--- config.mk ---
export PLATFORM = sky130hd
export DESIGN_NAME = motor_stop_sequencer
export DESIGN_NICKNAME = d
export VERILOG_FILES = /design/src/hdl/stop_seq_pkg.sv /design/src/hdl/motor_stop_sequencer.sv
export SDC_FILE = /design/constraint.sdc
export NUM_CORES = 1
export LEC_CHECK = 0
export ABC_CLOCK_PERIOD_IN_PS = 31200
export BUFFER_PORTS_ARGS = -buffer_cell sky130_fd_sc_hd__buf_2
export CORE_MARGIN = 1.5
export CORE_UTILIZATION = 55
export CTS_CLUSTER_SIZE = 14
export DETAILED_ROUTE_END_ITERATION = 7
export PLACE_DENSITY = 0.88
export SLEW_MARGIN = 10
export SYNTH_ARGS = -nofsm -noshare
export SYNTH_HDL_FRONTEND = slang
export SYNTH_SLANG_ARGS = --single-unit
export TNS_END_PERCENT = 50
--- constraint.sdc ---
create_clock -name ref_clk -period 31.2 [get_ports ref_clk]
set_input_delay 4.68 -clock ref_clk [delete_from_list [all_inputs] [get_ports ref_clk]]
set_output_delay 4.68 -clock ref_clk [all_outputs]
set_load 0.01 [all_outputs]
--- src/hdl/stop_seq_pkg.sv ---
// What this block does
// - hold contactor for hold time after zero
// - fast stop ramps full speed in ramp time
// - fast stop uses own capped current ceiling
// - stop threshold starts hold in both stops
// - freewheel stop disables and opens contactor now
// - enable removed holds loops in reset
// - run ignored while any stop input active
// - run removed ramps down then releases
// - threshold above 0.25 disables during hold
// - normal stop timeout releases contactor, disables
package stop_seq_pkg;
    // ------------------------------------------------------------
    // timing
    // ------------------------------------------------------------
    localparam int CLK_HZ = 250_000_000;
    localparam int TICK_TIME_MS = 100;
    localparam int TICK_CYCLES = TICK_TIME_MS * (CLK_HZ / 1000);
    // ------------------------------------------------------------
    // scaling, hundredths of a percent
    // ------------------------------------------------------------
    localparam logic [15:0] SPEED_FULL = 16'h2710;
    localparam logic [15:0] LOW_THRESH = 16'h0019;
    localparam logic [15:0] TIME_RESET = 16'h0000;
    localparam logic signed [15:0] LEVEL_ZERO = 16'sh0000;
    // ------------------------------------------------------------
    // carriers
    // ------------------------------------------------------------
    typedef struct packed {
        logic [15:0] hold_time;
        logic [15:0] normal_ramp_time;
        logic [15:0] normal_timeout;
        logic [15:0] fast_stop_ramp_time;
        logic [15:0] fast_stop_timeout;
        logic [15:0] fast_stop_current_ceiling;
        logic [15:0] current_quench_rate;
        logic [15:0] stop_threshold;
    } stop_cfg_t;
    typedef enum logic [2:0] {
        ST_IDLE,
        ST_RUN,
        ST_NORMAL_STOP,
        ST_FAST_STOP,
        ST_HOLD
    } stop_state_t;
    typedef struct packed {
        logic contactor;
        logic drive_enable;
        logic loops_reset;
        logic fast_stop_active;
    } drive_status_t;
endpackage

--- src/hdl/motor_stop_sequencer.sv ---
`timescale 1ns/1ps
`default_nettype none
module motor_stop_sequencer
    import stop_seq_pkg::*;
#(
    parameter int TICK_LEN = TICK_CYCLES
)
(
    input wire logic ref_clk,
    input wire logic rst_n,
    input wire logic run_terminal,
    input wire logic enable_terminal,
    input wire logic fast_stop_terminal,
    input wire logic freewheel_terminal,
    input wire stop_cfg_t cfg,
    input wire logic signed [15:0] speed_setpoint,
    input wire logic signed [15:0] speed_feedback,
    input wire logic signed [15:0] current_demand,
    input wire logic [15:0] normal_current_limit,
    input wire logic [15:0] profile_current_limit,
    output drive_status_t status,
    output logic signed [15:0] speed_demand,
    output logic signed [15:0] current_cmd,
    output logic [15:0] current_limit
);
    // ------------------------------------------------------------
    // helpers
    // ------------------------------------------------------------
    function automatic logic signed [15:0] step_toward_zero(
        input logic signed [15:0] value,
        input logic [15:0] step
    );
        logic [15:0] mag;
        mag = value[15] ? 16'(-value) : 16'(value);
        if (mag <= step)
            step_toward_zero = LEVEL_ZERO;
        else if (value[15])
            step_toward_zero = 16'(value + $signed({1'b0, step[14:0]}));
        else
            step_toward_zero = 16'(value - $signed({1'b0, step[14:0]}));
    endfunction

    function automatic logic [15:0] ramp_step(input logic [15:0] tenths);
        ramp_step = (tenths == TIME_RESET) ? SPEED_FULL : 16'(SPEED_FULL / tenths);
    endfunction

    // ------------------------------------------------------------
    // tick and decode
    // ------------------------------------------------------------
    localparam int TW = $clog2(TICK_LEN + 1);
    logic [TW-1:0] tick_cnt_reg;
    logic tick_reg;
    stop_state_t state_reg, state_next;
    logic fast_hold_reg, fast_hold_next;
    logic run_armed_reg;
    logic [15:0] hold_cnt_reg, timeout_cnt_reg;
    logic [15:0] fb_mag;
    wire logic at_stop_speed;
    wire logic stops_clear;
    wire logic hold_done;
    wire logic normal_timeout_hit;
    wire logic fast_timeout_hit;
    wire logic in_stop;
    wire logic high_thresh;
    assign fb_mag = speed_feedback[15] ? 16'(-speed_feedback) : 16'(speed_feedback);
    assign at_stop_speed = fb_mag <= cfg.stop_threshold;
    assign stops_clear = fast_stop_terminal && freewheel_terminal;
    assign hold_done = hold_cnt_reg >= cfg.hold_time;
    assign normal_timeout_hit = timeout_cnt_reg >= cfg.normal_timeout;
    assign fast_timeout_hit = timeout_cnt_reg >= cfg.fast_stop_timeout;
    assign in_stop = state_reg == ST_NORMAL_STOP || state_reg == ST_FAST_STOP;
    assign high_thresh = cfg.stop_threshold > LOW_THRESH;

    always_ff @(posedge ref_clk)
    begin
        if (!rst_n || tick_cnt_reg == TW'(TICK_LEN - 1))
            tick_cnt_reg <= '0;
        else
            tick_cnt_reg <= tick_cnt_reg + 1'b1;
    end

    always_ff @(posedge ref_clk)
    begin
        tick_reg <= rst_n && tick_cnt_reg == TW'(TICK_LEN - 1);
    end

    // ------------------------------------------------------------
    // stop state machine
    // ------------------------------------------------------------
    always_comb
    begin
        state_next = state_reg;
        fast_hold_next = fast_hold_reg;
        case (state_reg)
            ST_IDLE:
            begin
                if (run_terminal && run_armed_reg && stops_clear && enable_terminal)
                    state_next = ST_RUN;
            end
            ST_RUN:
            begin
                if (!fast_stop_terminal)
                    state_next = ST_FAST_STOP;
                else if (!run_terminal)
                    state_next = ST_NORMAL_STOP;
            end
            ST_NORMAL_STOP:
            begin
                if (!fast_stop_terminal)
                    state_next = ST_FAST_STOP;
                else if (run_terminal)
                    state_next = ST_RUN;
                else if (at_stop_speed)
                begin
                    state_next = ST_HOLD;
                    fast_hold_next = 1'b0;
                end
                else if (normal_timeout_hit)
                    state_next = ST_IDLE;
            end
            ST_FAST_STOP:
            begin
                if (fast_stop_terminal)
                    state_next = run_terminal ? ST_RUN : ST_NORMAL_STOP;
                else if (at_stop_speed)
                begin
                    state_next = ST_HOLD;
                    fast_hold_next = 1'b1;
                end
                else if (fast_timeout_hit)
                    state_next = ST_IDLE;
            end
            ST_HOLD:
            begin
                if (hold_done || !enable_terminal)
                    state_next = ST_IDLE;
            end
            default:
                state_next = ST_IDLE;
        endcase
        if (!freewheel_terminal)
            state_next = ST_IDLE;
    end

    always_ff @(posedge ref_clk)
    begin
        if (!rst_n)
        begin
            state_reg <= ST_IDLE;
            fast_hold_reg <= 1'b0;
        end
        else
        begin
            state_reg <= state_next;
            fast_hold_reg <= fast_hold_next;
        end
    end

    always_ff @(posedge ref_clk)
    begin
        if (!rst_n || state_reg != ST_IDLE)
            run_armed_reg <= 1'b0;
        else if (!run_terminal)
            run_armed_reg <= 1'b1;
    end

    // ------------------------------------------------------------
    // stop timers, counted in ticks
    // ------------------------------------------------------------
    always_ff @(posedge ref_clk)
    begin
        if (!rst_n || state_reg != ST_HOLD)
            hold_cnt_reg <= TIME_RESET;
        else if (tick_reg && !hold_done)
            hold_cnt_reg <= hold_cnt_reg + 1'b1;
    end

    always_ff @(posedge ref_clk)
    begin
        if (!rst_n || !in_stop || state_next != state_reg)
            timeout_cnt_reg <= TIME_RESET;
        else if (tick_reg && timeout_cnt_reg != 16'hFFFF)
            timeout_cnt_reg <= timeout_cnt_reg + 1'b1;
    end

    // ------------------------------------------------------------
    // outputs
    // ------------------------------------------------------------
    logic drive_on;
    assign drive_on = enable_terminal && (state_reg == ST_RUN || in_stop
        || (state_reg == ST_HOLD && !fast_hold_reg && !high_thresh));

    always_ff @(posedge ref_clk)
    begin
        if (!rst_n)
        begin
            status <= '0;
            speed_demand <= LEVEL_ZERO;
            current_limit <= '0;
        end
        else
        begin
            status.contactor <= state_next != ST_IDLE;
            status.drive_enable <= drive_on && state_next != ST_IDLE;
            status.loops_reset <= !enable_terminal || !drive_on;
            status.fast_stop_active <= state_reg == ST_FAST_STOP;
            if (state_reg == ST_RUN)
                speed_demand <= speed_setpoint;
            else if (state_reg == ST_FAST_STOP && tick_reg)
                speed_demand <= step_toward_zero(speed_demand,
                    ramp_step(cfg.fast_stop_ramp_time));
            else if (state_reg == ST_NORMAL_STOP && tick_reg)
                speed_demand <= step_toward_zero(speed_demand,
                    ramp_step(cfg.normal_ramp_time));
            else if (state_reg == ST_IDLE)
                speed_demand <= LEVEL_ZERO;
            if (state_reg == ST_FAST_STOP)
                current_limit <= cfg.fast_stop_current_ceiling < profile_current_limit
                    ? cfg.fast_stop_current_ceiling : profile_current_limit;
            else
                current_limit <= normal_current_limit < profile_current_limit
                    ? normal_current_limit : profile_current_limit;
        end
    end

    always_ff @(posedge ref_clk)
    begin
        if (!rst_n)
            current_cmd <= LEVEL_ZERO;
        else if (status.drive_enable)
            current_cmd <= current_demand;
        else if (cfg.current_quench_rate == TIME_RESET)
            current_cmd <= LEVEL_ZERO;
        else if (tick_reg)
            current_cmd <= step_toward_zero(current_cmd, cfg.current_quench_rate);
    end

    // ------------------------------------------------------------
    // checks
    // ------------------------------------------------------------
    property p_freewheel;
        @(posedge ref_clk) disable iff (!rst_n)
        !freewheel_terminal |=> !status.contactor && !status.drive_enable;
    endproperty
    a_freewheel: assert property (p_freewheel) else $error("freewheel not honoured");

    property p_enable;
        @(posedge ref_clk) disable iff (!rst_n)
        !enable_terminal |=> status.loops_reset && !status.drive_enable;
    endproperty
    a_enable: assert property (p_enable) else $error("loops not reset");

    property p_run_blocked;
        @(posedge ref_clk) disable iff (!rst_n)
        state_reg == ST_IDLE && !stops_clear |=> state_reg == ST_IDLE;
    endproperty
    a_run_blocked: assert property (p_run_blocked) else $error("run accepted in stop");

    property p_ceiling;
        @(posedge ref_clk) disable iff (!rst_n)
        state_reg == ST_FAST_STOP |=> current_limit <= $past(cfg.fast_stop_current_ceiling);
    endproperty
    a_ceiling: assert property (p_ceiling) else $error("fast stop ceiling exceeded");

    property p_hold_contactor;
        @(posedge ref_clk) disable iff (!rst_n)
        state_reg == ST_HOLD && !hold_done && enable_terminal && freewheel_terminal
            |=> status.contactor;
    endproperty
    a_hold_contactor: assert property (p_hold_contactor) else $error("contactor dropped early");

    property p_hold_enter;
        @(posedge ref_clk) disable iff (!rst_n)
        state_reg == ST_NORMAL_STOP && at_stop_speed && fast_stop_terminal
            && !run_terminal && freewheel_terminal |=> state_reg == ST_HOLD;
    endproperty
    a_hold_enter: assert property (p_hold_enter) else $error("hold not started");

    property p_high_thresh;
        @(posedge ref_clk) disable iff (!rst_n)
        state_reg == ST_HOLD && high_thresh |=> !status.drive_enable;
    endproperty
    a_high_thresh: assert property (p_high_thresh) else $error("drive on in hold");

    property p_fast_timeout;
        @(posedge ref_clk) disable iff (!rst_n)
        state_reg == ST_FAST_STOP && fast_timeout_hit && !at_stop_speed
            && !fast_stop_terminal |=> state_reg == ST_IDLE ##1 !status.contactor;
    endproperty
    a_fast_timeout: assert property (p_fast_timeout) else $error("fast timeout ignored");

    property p_normal_timeout;
        @(posedge ref_clk) disable iff (!rst_n)
        state_reg == ST_NORMAL_STOP && normal_timeout_hit && !at_stop_speed
            && stops_clear && !run_terminal |=> state_reg == ST_IDLE;
    endproperty
    a_normal_timeout: assert property (p_normal_timeout) else $error("normal timeout ignored");

    property p_timer_clear;
        @(posedge ref_clk) disable iff (!rst_n)
        state_reg == ST_RUN |=> timeout_cnt_reg == TIME_RESET;
    endproperty
    a_timer_clear: assert property (p_timer_clear) else $error("timer not cleared");
endmodule
`default_nettype wire

# --- After elaboration in Yosys (flattened, before gate mapping) ---
# Index checks and enable logic that the tools add are counted.
word_totals:
  regBits: 115
  input_bits: 214
  out_inout_bits: 52
  word_cells: 132
classes:
  n_addsub: 12
  div_mod_pow: 2
  order_cmp: 10
  eq_ne: 13
  mux: 41
  n_reduce_logical: 40
op_table:
  columns: ["operator", "count"]
  rows:
  - ["16-bit 2-to-1 mux", 21]
  - ["16-bit less-or-equal comparator", 4]
  - ["16-bit adder", 3]
  - ["16-bit >= comparator", 3]
  - ["16-bit zero test", 3]
  - ["16-bit negation", 3]
  - ["16-bit subtractor", 3]
  - ["3-bit 2-to-1 mux", 12]
  - ["16-bit by 1-bit adder with 16-bit output (second input constant)", 2]
  - ["14-bit by 16-bit divider with 16-bit output (first input constant)", 2]
  - ["16-bit < comparator", 2]
  - ["25-bit by 1-bit adder with 25-bit output (second input constant)", 1]
  - ["25-bit == test (second input constant)", 1]
  - ["16-bit by 5-bit > comparator with 1-bit output (second input constant)", 1]
  - ["16-bit != test (second input constant)", 1]
  - ["3-bit one-hot mux with 5 select lines", 1]
  - ["1-bit logical AND", 13]
  - ["1-bit logical OR", 10]
  - ["2-bit != test (second input constant)", 5]
  - ["3-bit nonzero test", 3]
  - ["1-bit zero test", 7]
  - ["3-bit by 2-bit == test with 1-bit output (second input constant)", 2]
  - ["6-bit AND reduction", 1]
  - ["1-bit 2-to-1 mux", 5]
  - ["9 further kinds", 9]

# --- Depth between registers and ports, before layout ---
# Gate-level depths: netlist (run 1).
depth:
  ltp_word: 10
  mapped_depth: 143
  mapped_depth_nobuf: 130

# --- Worst setup path before layout (run 1) ---
# OpenSTA, ideal clock, no wires.
synth_timing:
  kind: "in2reg"
  startpoint: "input cfg[96] (netlist bit)"
  endpoint: "register speed_demand[15]"
  setup_time_ns: 0.120
  arrival_time_ns: 32.287
  t_required_ns: 31.080
  path_slack_ns: -1.206
  cell_stages: 132
  path_buffers: 17
  path_cell_list: "buf_6 > inv_1 > clkbuf_1 > ha_1 > buf_2 > nor3b_1 > nor2b_1 > and2_1 > ha_1 > o21a_1 > o211ai_1 > xnor2_1 > nor2_1 > ha_1 > o21ai_0 > o2bb2ai_1 > clkbuf_1 > nand2b_1 > (+96 left out) > a2111oi_0 > a211oi_1 > o31ai_1 > o31a_1 > ha_1 > inv_1 > o21ai_0 > ha_1 > a211oi_1 > o21ai_0 > o311a_1 > a2111oi_0 > a21oi_1 > a31o_2 > a31oi_1 > nand2b_1 > mux2i_1 > o31a_1"
synth_via:
  elab_chain_len: 8
  elab_cells_between_ends: 11
  classes_between: "add/sub (2); div (1); order compare (1); mux (6); reduce/logical (1)"
synth_rtl:
  columns: ["item", "line", "source"]
  rows:
  - ["from (decl)", "motor_stop_sequencer.sv:15", "input wire stop_cfg_t cfg,"]
  - ["14-bit by 16-bit divider with 16-bit output or 16-bit zero test (tied branches)", "motor_stop_sequencer.sv:44", "ramp_step = (tenths == TIME_RESET) ? SPEED_FULL : 16'(SPEED_FULL / tenths);"]
  - ["16-bit 2-to-1 mux *", "motor_stop_sequencer.sv:44", null]
  - ["16-bit subtractor or 16-bit adder (tied branches)", "motor_stop_sequencer.sv:40, motor_stop_sequencer.sv:38", null]
  - ["16-bit 2-to-1 mux", "motor_stop_sequencer.sv:37", "else if (value[15])"]
  - ["16-bit 2-to-1 mux *", "motor_stop_sequencer.sv:35", "if (mag <= step)"]
  - ["16-bit 2-to-1 mux *", "motor_stop_sequencer.sv:212", "else if (state_reg == ST_NORMAL_STOP && tick_reg)"]
  - ["16-bit 2-to-1 mux *", "motor_stop_sequencer.sv:209", "else if (state_reg == ST_FAST_STOP && tick_reg)"]
  - ["16-bit 2-to-1 mux *", "motor_stop_sequencer.sv:207", "if (state_reg == ST_RUN)"]
  - ["to (signal assigned)", "motor_stop_sequencer.sv:208", "speed_demand <= speed_setpoint;"]
  - ["to (signal assigned)", "motor_stop_sequencer.sv:210", "speed_demand <= step_toward_zero(speed_demand,"]
  - ["to (signal assigned)", "motor_stop_sequencer.sv:213", "speed_demand <= step_toward_zero(speed_demand,"]
  - ["to (decl)", "motor_stop_sequencer.sv:22", "output logic signed [15:0] speed_demand,"]
# Mark *: on every way between the ends. The rest lies on a longest branch, timed or not.
# A chain may end at the register's enable or synchronous reset.

# --- Worst setup path in the final report (run 1) ---
layout_timing:
  startpoint: "input cfg[79] (netlist bit)"
  endpoint: "register speed_demand[15]"
layout_via:
  elab_chain_len: 7
  elab_cells_between_ends: 10
  classes_between: "add/sub (2); div (1); order compare (1); mux (5); reduce/logical (1)"
layout_rtl:
  columns: ["item", "line"]
  rows:
  - ["14-bit by 16-bit divider with 16-bit output or 16-bit zero test (tied branches)", "motor_stop_sequencer.sv:44"]
  - ["16-bit 2-to-1 mux *", "motor_stop_sequencer.sv:44"]
  - ["16-bit subtractor or 16-bit adder (tied branches)", "motor_stop_sequencer.sv:40, motor_stop_sequencer.sv:38"]
  - ["16-bit 2-to-1 mux", "motor_stop_sequencer.sv:37"]
  - ["16-bit 2-to-1 mux *", "motor_stop_sequencer.sv:35"]
  - ["16-bit 2-to-1 mux *", "motor_stop_sequencer.sv:209"]
  - ["16-bit 2-to-1 mux *", "motor_stop_sequencer.sv:207"]
# Marked as above.

==> metrics, run 1 <==
residual DRC count=1; Crit Path Max Fanout=10; mux cell area share after synthesis=3.06%; CP required=31.50 ns; number of synthesized flops with an enable pin=0; initial DRC count=3421; failing checks=DRC; Worst-Skew Late Latency=0.43 ns; DR vias=29.8k; Final Wtd Congestion=1.06; sw power=0.255 mW; final setup skew=0.0170 ns; dpl ws=-1.66 ns; Clock Tree Buf Depth=2; first-pass GRT wire length=133 mm; initial antenna violation count=5; average wire per standard cell=19.9 µm; clock power share=31.3%; vias in the first global route=27.1k; Simple-Gate Fraction of Synth Area=21.7%; post-synthesis cell area=25300 µm²; post-synth top area cell=ha_1; TritonCTS Buffers=17; Gate Count Post-Synth=3486; complex-gate fraction of the synthesized area=29.2%; die width=218 µm; Critical Path Start Type=input port; Crit. End Element=flip-flop; routed vias/inst=6.63; final WL=89.8 mm; reg-to-reg setup timing slack=26.80 ns; Max rail drop VDD=30.4 µV; Std-Cell Core Area=45400 µm²; top cells by area, synth=ha_1 (22%), dfxtp_1 (9.1%), xnor2_1 (6.8%), a21oi_1 (5.3%), nor2_1 (5.0%); Initial DRT Pass Iterations=8; Leakage=14.3 nW; data arrival time of the critical path=31.18 ns; H-tree depth=4; power per cell area=21.4 nW/µm²; Slew Limit Fails=0; GRT overflow=0; maximum capacitance violations=0; Crit path top cell by count=ha_1; DIE AREA=47300 µm²; Least-Margin Pin Slew=1.15 ns; Synth Flop Type=dfxtp_1; initial core utilization=55.8%; Tmin final=30.87 ns; PortBufs=265; Post-Synth XOR/XNOR Area=10.2%; Worst-path clk slew=0.06 ns; ANT nets after route=0; hold buffers post-CTS=0; # rows=78; Total GRT Usage=34.1%; Setup CP Type=in2reg; final net count=4533; switching part of the total=39.1%; flops & latches, synth=115; CTS tree=yes; max reg flops=25; most frequent cell after synthesis=ha_1; sequential area share after synthesis=9.09%; synth warn=0; Final Hold Vio Count=0; Top Ports=266; Clock Tree Root=clkbuf_16; largest net degree at the start of global routing=52; Yosys cell types=94; largest family of logic cells by synthesized area=compound AO/OA/AOI/OAI gates; HP Class=reg2reg; Post-synth ARST share=0%; post-synth top area share=21.5%; status=finished, violations left; Slew Limit Headroom=23.1%; TritonCTS Sinks=115; Post-Synth Adder-Cell Area=21.8%; Worst path slowest cell=o311ai_0; # setup viols final=0; fin worst setup slack=0.327 ns; Cell Int Power=0.396 mW; Seq pwr share=23.1%; layout cell share with drive strength beyond 1=19.8%; Die Ht=218 µm; combinational power share=45.5%; dpl hpwl=66.3 mm; period utilisation layout=99.0%; Highest Clock Rate=0.0324 GHz; area growth from synthesis to layout=20.0%; Synth top cells by count=ha_1 (436), nor2_1 (334), nand2_1 (270), a21oi_1 (268), inv_1 (238); Final Power=0.651 mW; syn_area_per_cell=7.26 µm²; Max stage delay on crit path=0.53 ns
==> critical path: cells and delay by family <==
kind / cells / cell delay (ns)
adder cells (fa/ha/maj): 16 / 4.90
AND/OR/NAND/NOR: 22 / 3.63
AO/OA/AOI/OAI: 60 / 13.20
XOR/XNOR: 1 / 0.17
buffers and inverters: 16 / 2.59
multiplexers: 6 / 1.95
==> per-layer routing <==
metal / up-vias / routed length, µm / track usage (%) / share of wire, %
li1: 13700 / - / - / -
met1: 13500 / 34100 / 42.3 / 38
met2: 2059 / 39000 / 54.8 / 43
met3: 586 / 11000 / 8.05 / 12
met4: 4 / 5630 / 17.2 / 6.3
met5: - / 27 / 0 / 0.030
==> through the flow <==
step / utilization [%] / hold WS (ns) / area (µm²) / instances / TNS, ns
after global placement: 61.7 / 0.430 / 28000 / 4377 / -3.62
after global routing: 66.9 / 0.466 / 30400 / 4494 / -2.46
after detailed placement: 61.7 / 0.435 / 28000 / 4377 / -10.03
final: 66.9 / 0.445 / 30400 / 4500 / 0
after CTS: 63.6 / 0.447 / 28800 / 4420 / 0
after floorplan: - / 0.418 / 25400 / 3487 / 0
==> placed cells by master, fill, tap and decap left out, types with 15 or more instances in the layout <==
cell type    n
mux2_2      44
o31a_1      15
nand2b_1    35
nor2b_1     44
o221ai_1    20
inv_1      238
clkbuf_16   17
and3_1      42
nand2_1    265
a21o_1     128
or2_2       18
a22oi_1     16
nand3_1     85
o21a_1      78
o211ai_1    40
or3_1       51
nor3_1      92
a211oi_2    15
xor2_1      96
buf_4      188
o31ai_1     30
o21ai_1     27
a21oi_2     29
a211oi_1    39
a21oi_1    232
xnor2_1    197
o21ai_0    155
and2_1      19
nor2_1     329
o21bai_1    15
ha_1       412
nand4_1     38
mux2i_1     23
a31oi_1     46
dfxtp_1    114
buf_2      267
nor4_1      17
==> worst paths after layout <==
kind | to | cells after the start | startpoint
hold / removal | tick_cnt_reg[0] | 1 | tick_cnt_reg[0]
hold reg to reg | tick_cnt_reg[0] | 1 | tick_cnt_reg[0]
setup / recovery | speed_demand[15] | 121 | cfg[79]
setup reg to reg | speed_demand[14] | 12 | speed_demand[5]
==> area by class of cell <==
type	instances	area [µm²]
inverter	240	903
multi-input combinational	3041	22900
tap	600	751
sequential	115	2300
clock buffer	17	425
timing repair buffer	465	2870
antenna	7	17.5
fill	3512	15000
clock inverter	15	174
==> cell families (layout without fill, tap and decap cells) <==
logic type / Yosys count / count (layout)
AND/OR/NAND/NOR: 1130 / 1130
adder cells (fa/ha/maj): 439 / 439
AO/OA/AOI/OAI: 1104 / 1104
other: 1 / 9
multiplexers: 72 / 72
XOR/XNOR: 294 / 294
flip-flops: 115 / 115
buffers and inverters: 331 / 737
==> power by group through the flow <==
stage               clock network [mW]  logic [mW]  registers, mW
CTS                              0.206       0.266          0.151
global placement                     0       0.256          0.154
global route                     0.213       0.321          0.151
finish                           0.204       0.297          0.151
detailed placement                   0       0.262          0.154
floorplan                            0       0.187          0.155
==> timing repair <==
item	4_1_cts	5_1_grt
cloned	0	2
setup buffers	11	71
pin swaps	9	88
endpoints found under the hold margin	0	0
setup endpoints to repair	10	16
gates resized for setup	34	212
(Power assumes the default switching activity.)
==> inputs of run 2 (changes only) <==
--- a/config.mk
+++ b/config.mk
@@ -6,9 +6,10 @@
 export NUM_CORES = 1
 export LEC_CHECK = 0
 export ABC_CLOCK_PERIOD_IN_PS = 31200
-export BUFFER_PORTS_ARGS = -buffer_cell sky130_fd_sc_hd__buf_2
+export BUFFER_PORTS_ARGS = -buffer_cell sky130_fd_sc_hd__buf_4
 export CORE_MARGIN = 1.5
 export CORE_UTILIZATION = 55
+export CTS_BUF_LIST = sky130_fd_sc_hd__clkbuf_4 sky130_fd_sc_hd__clkbuf_8 sky130_fd_sc_hd__clkbuf_16
 export CTS_CLUSTER_SIZE = 14
 export DETAILED_ROUTE_END_ITERATION = 7
 export PLACE_DENSITY = 0.88
==> metrics, run 2 (same netlist as run 1, synthesis figures left out) <==
status=finished clean (was finished, violations left); period utilisation layout=97.9% (was 99.0%); Initial DRT Pass Iterations=8 (unchanged); Slew Limit Fails=0 (unchanged); post-route cell area=30800 µm² (was 30400 µm²); Die Ht=218 µm (unchanged); Min Hold Slack=0.450 ns (was 0.445 ns); dpl hpwl=66.4 mm (was 66.3 mm); Final Wtd Congestion=1.06 (about the same); routed vias/inst=6.52 (was 6.63); Worst path slowest cell=or4_4 (was o311ai_0); final cell count without fillers=4491 (was 4500); Highest Clock Rate=0.0327 GHz (was 0.0324 GHz); fill cell count=3533 (was 3512); final setup TNS=0 ns (unchanged); max reg flops=25 (unchanged); initial antenna violation count=6 (was 5); ANT nets after route=0 (unchanged); Setup CP Type=in2reg (unchanged); DR vias=29.3k (was 29.8k); Top Ports=266 (unchanged); layout cell share with drive strength beyond 1=19.4% (was 19.8%); area growth from synthesis to layout=21.5% (was 20.0%); Crit. End Element=flip-flop (unchanged); Crit Path Max Fanout=20 (was 10); CTS tree=yes (unchanged); vias in the first global route=27.0k (was 27.1k); Std-Cell Core Area=45400 µm² (unchanged); H-tree depth=4 (unchanged); Critical Path Start Type=input port (unchanged); # setup viols final=0 (unchanged); residual DRC count=0 (was 1); hold buffers post-CTS=0 (unchanged); CP required=31.51 ns (was 31.50 ns); HP Class=reg2reg (unchanged); DP Cell Count=4410 (was 4377); Cell Area, Placed=28900 µm² (was 28000 µm²); final setup skew=0.0137 ns (was 0.0170 ns); reg-to-reg setup timing slack=26.86 ns (was 26.80 ns); initial core utilization=55.8% (unchanged); final net count=4529 (was 4533); RSZ-0062 raised after global routing=true; Total GRT Usage=33.8% (was 34.1%); largest net degree at the start of global routing=52 (unchanged); first-pass GRT wire length=132 mm (was 133 mm); Worst-path clk slew=0.06 ns (about the same); initial DRC count=3077 (was 3421); Buffers & Inverters on Critical Path=19 (was 16); DIE AREA=47300 µm² (unchanged); GRT overflow=0 (unchanged); Max stage delay on crit path=0.58 ns (was 0.53 ns); dpl ws=-0.777 ns (was -1.66 ns); commonest non-fill, non-tap cells in the layout=buf_4 (452), ha_1 (420), nor2_1 (324), nand2_1 (267), inv_1 (237) (was ha_1 (412), nor2_1 (329), buf_2 (267), nand2_1 (265), inv_1 (238)); Crit path top cell by count=buf_4 (was ha_1); Final Power=0.641 mW (was 0.651 mW); Least-Margin Pin Slew=1.15 ns (about the same); Max rail drop VDD=40.2 µV (was 30.4 µV); Slew Limit Headroom=22.8% (was 23.1%); Clock Tree Root=clkbuf_16 (unchanged); data arrival time of the critical path=30.86 ns (was 31.18 ns); cell family with most CP delay=compound AO/OA/AOI/OAI gates (unchanged); Worst-Skew Late Latency=0.44 ns (was 0.43 ns); Leakage=14.4 nW (was 14.3 nW); Clock Tree Buf Depth=2 (unchanged); TritonCTS Buffers=17 (unchanged); final WL=86.6 mm (was 89.8 mm); TritonCTS Sinks=115 (unchanged); maximum capacitance violations=0 (unchanged); Tmin final=30.55 ns (was 30.87 ns); average wire per standard cell=19.3 µm (was 19.9 µm); commonest non-fill, non-tap cell in the layout=buf_4 (was ha_1); # rows=78 (unchanged); PortBufs=265 (unchanged); power per cell area=20.9 nW/µm² (was 21.4 nW/µm²); Final Hold Vio Count=0 (unchanged); Layout Utilization=67.8% (was 66.9%); die width=218 µm (unchanged); fin worst setup slack=0.650 ns (was 0.327 ns)
## run 2: cell types whose count changed in the layout (fill, tap and decap cells not counted), sizes merged
cell,delta
diode,-5
buf,-4
clkinvlp,+4
clkinv,-3
bufinv,-2
o21a,+1
## run 2: worst paths after layout
check / endpoint / startpoint / cells after the start
setup / recovery: speed_demand[15] / cfg[111] / 132
hold / removal: tick_cnt_reg[0] / tick_cnt_reg[0] / 1
setup reg to reg: speed_demand[5] / speed_demand[1] / 16
hold reg to reg: tick_cnt_reg[0] / tick_cnt_reg[0] / 1
## run 2: timing repair
item,4_1_cts,5_1_grt
buffers inserted,0,46
setup endpoints to repair,5,16
cloned,0,1
pin swaps,1,66
gates resized for setup,12,203
## run 2: where the power goes
| group | total, mW | leakage [nW] | internal, mW | switching, mW |
|---|---|---|---|---|
| combinational | 0.301 | 13.2 | 0.135 | 0.166 |
| clock | 0.190 | 0.264 | 0.106 | 0.0837 |
| sequential | 0.151 | 0.933 | 0.149 | 0.00114 |
| total | 0.641 | 14.4 | 0.390 | 0.251 |
## run 2: cell type report
type	instances	area, µm²	area share, %
clock buffer	18	439	1.43
timing repair buffer	460	3490	11.4
tap	600	751	2.44
inverter	240	901	2.93
sequential	115	2300	7.49
antenna	2	5.00	0.0163
clock inverter	14	123	0.399
multi-input combinational	3042	22700	73.9
## run 2: per-layer routing
layer  vias to the layer above  GRT usage [%]  share of wire [%]
met5                         -              0              0.081
met4                         8           17.7                5.7
met3                       432           6.64                 11
met2                      1761           54.2                 44
met1                     13400           42.7                 40
li1                      13700              -                  -
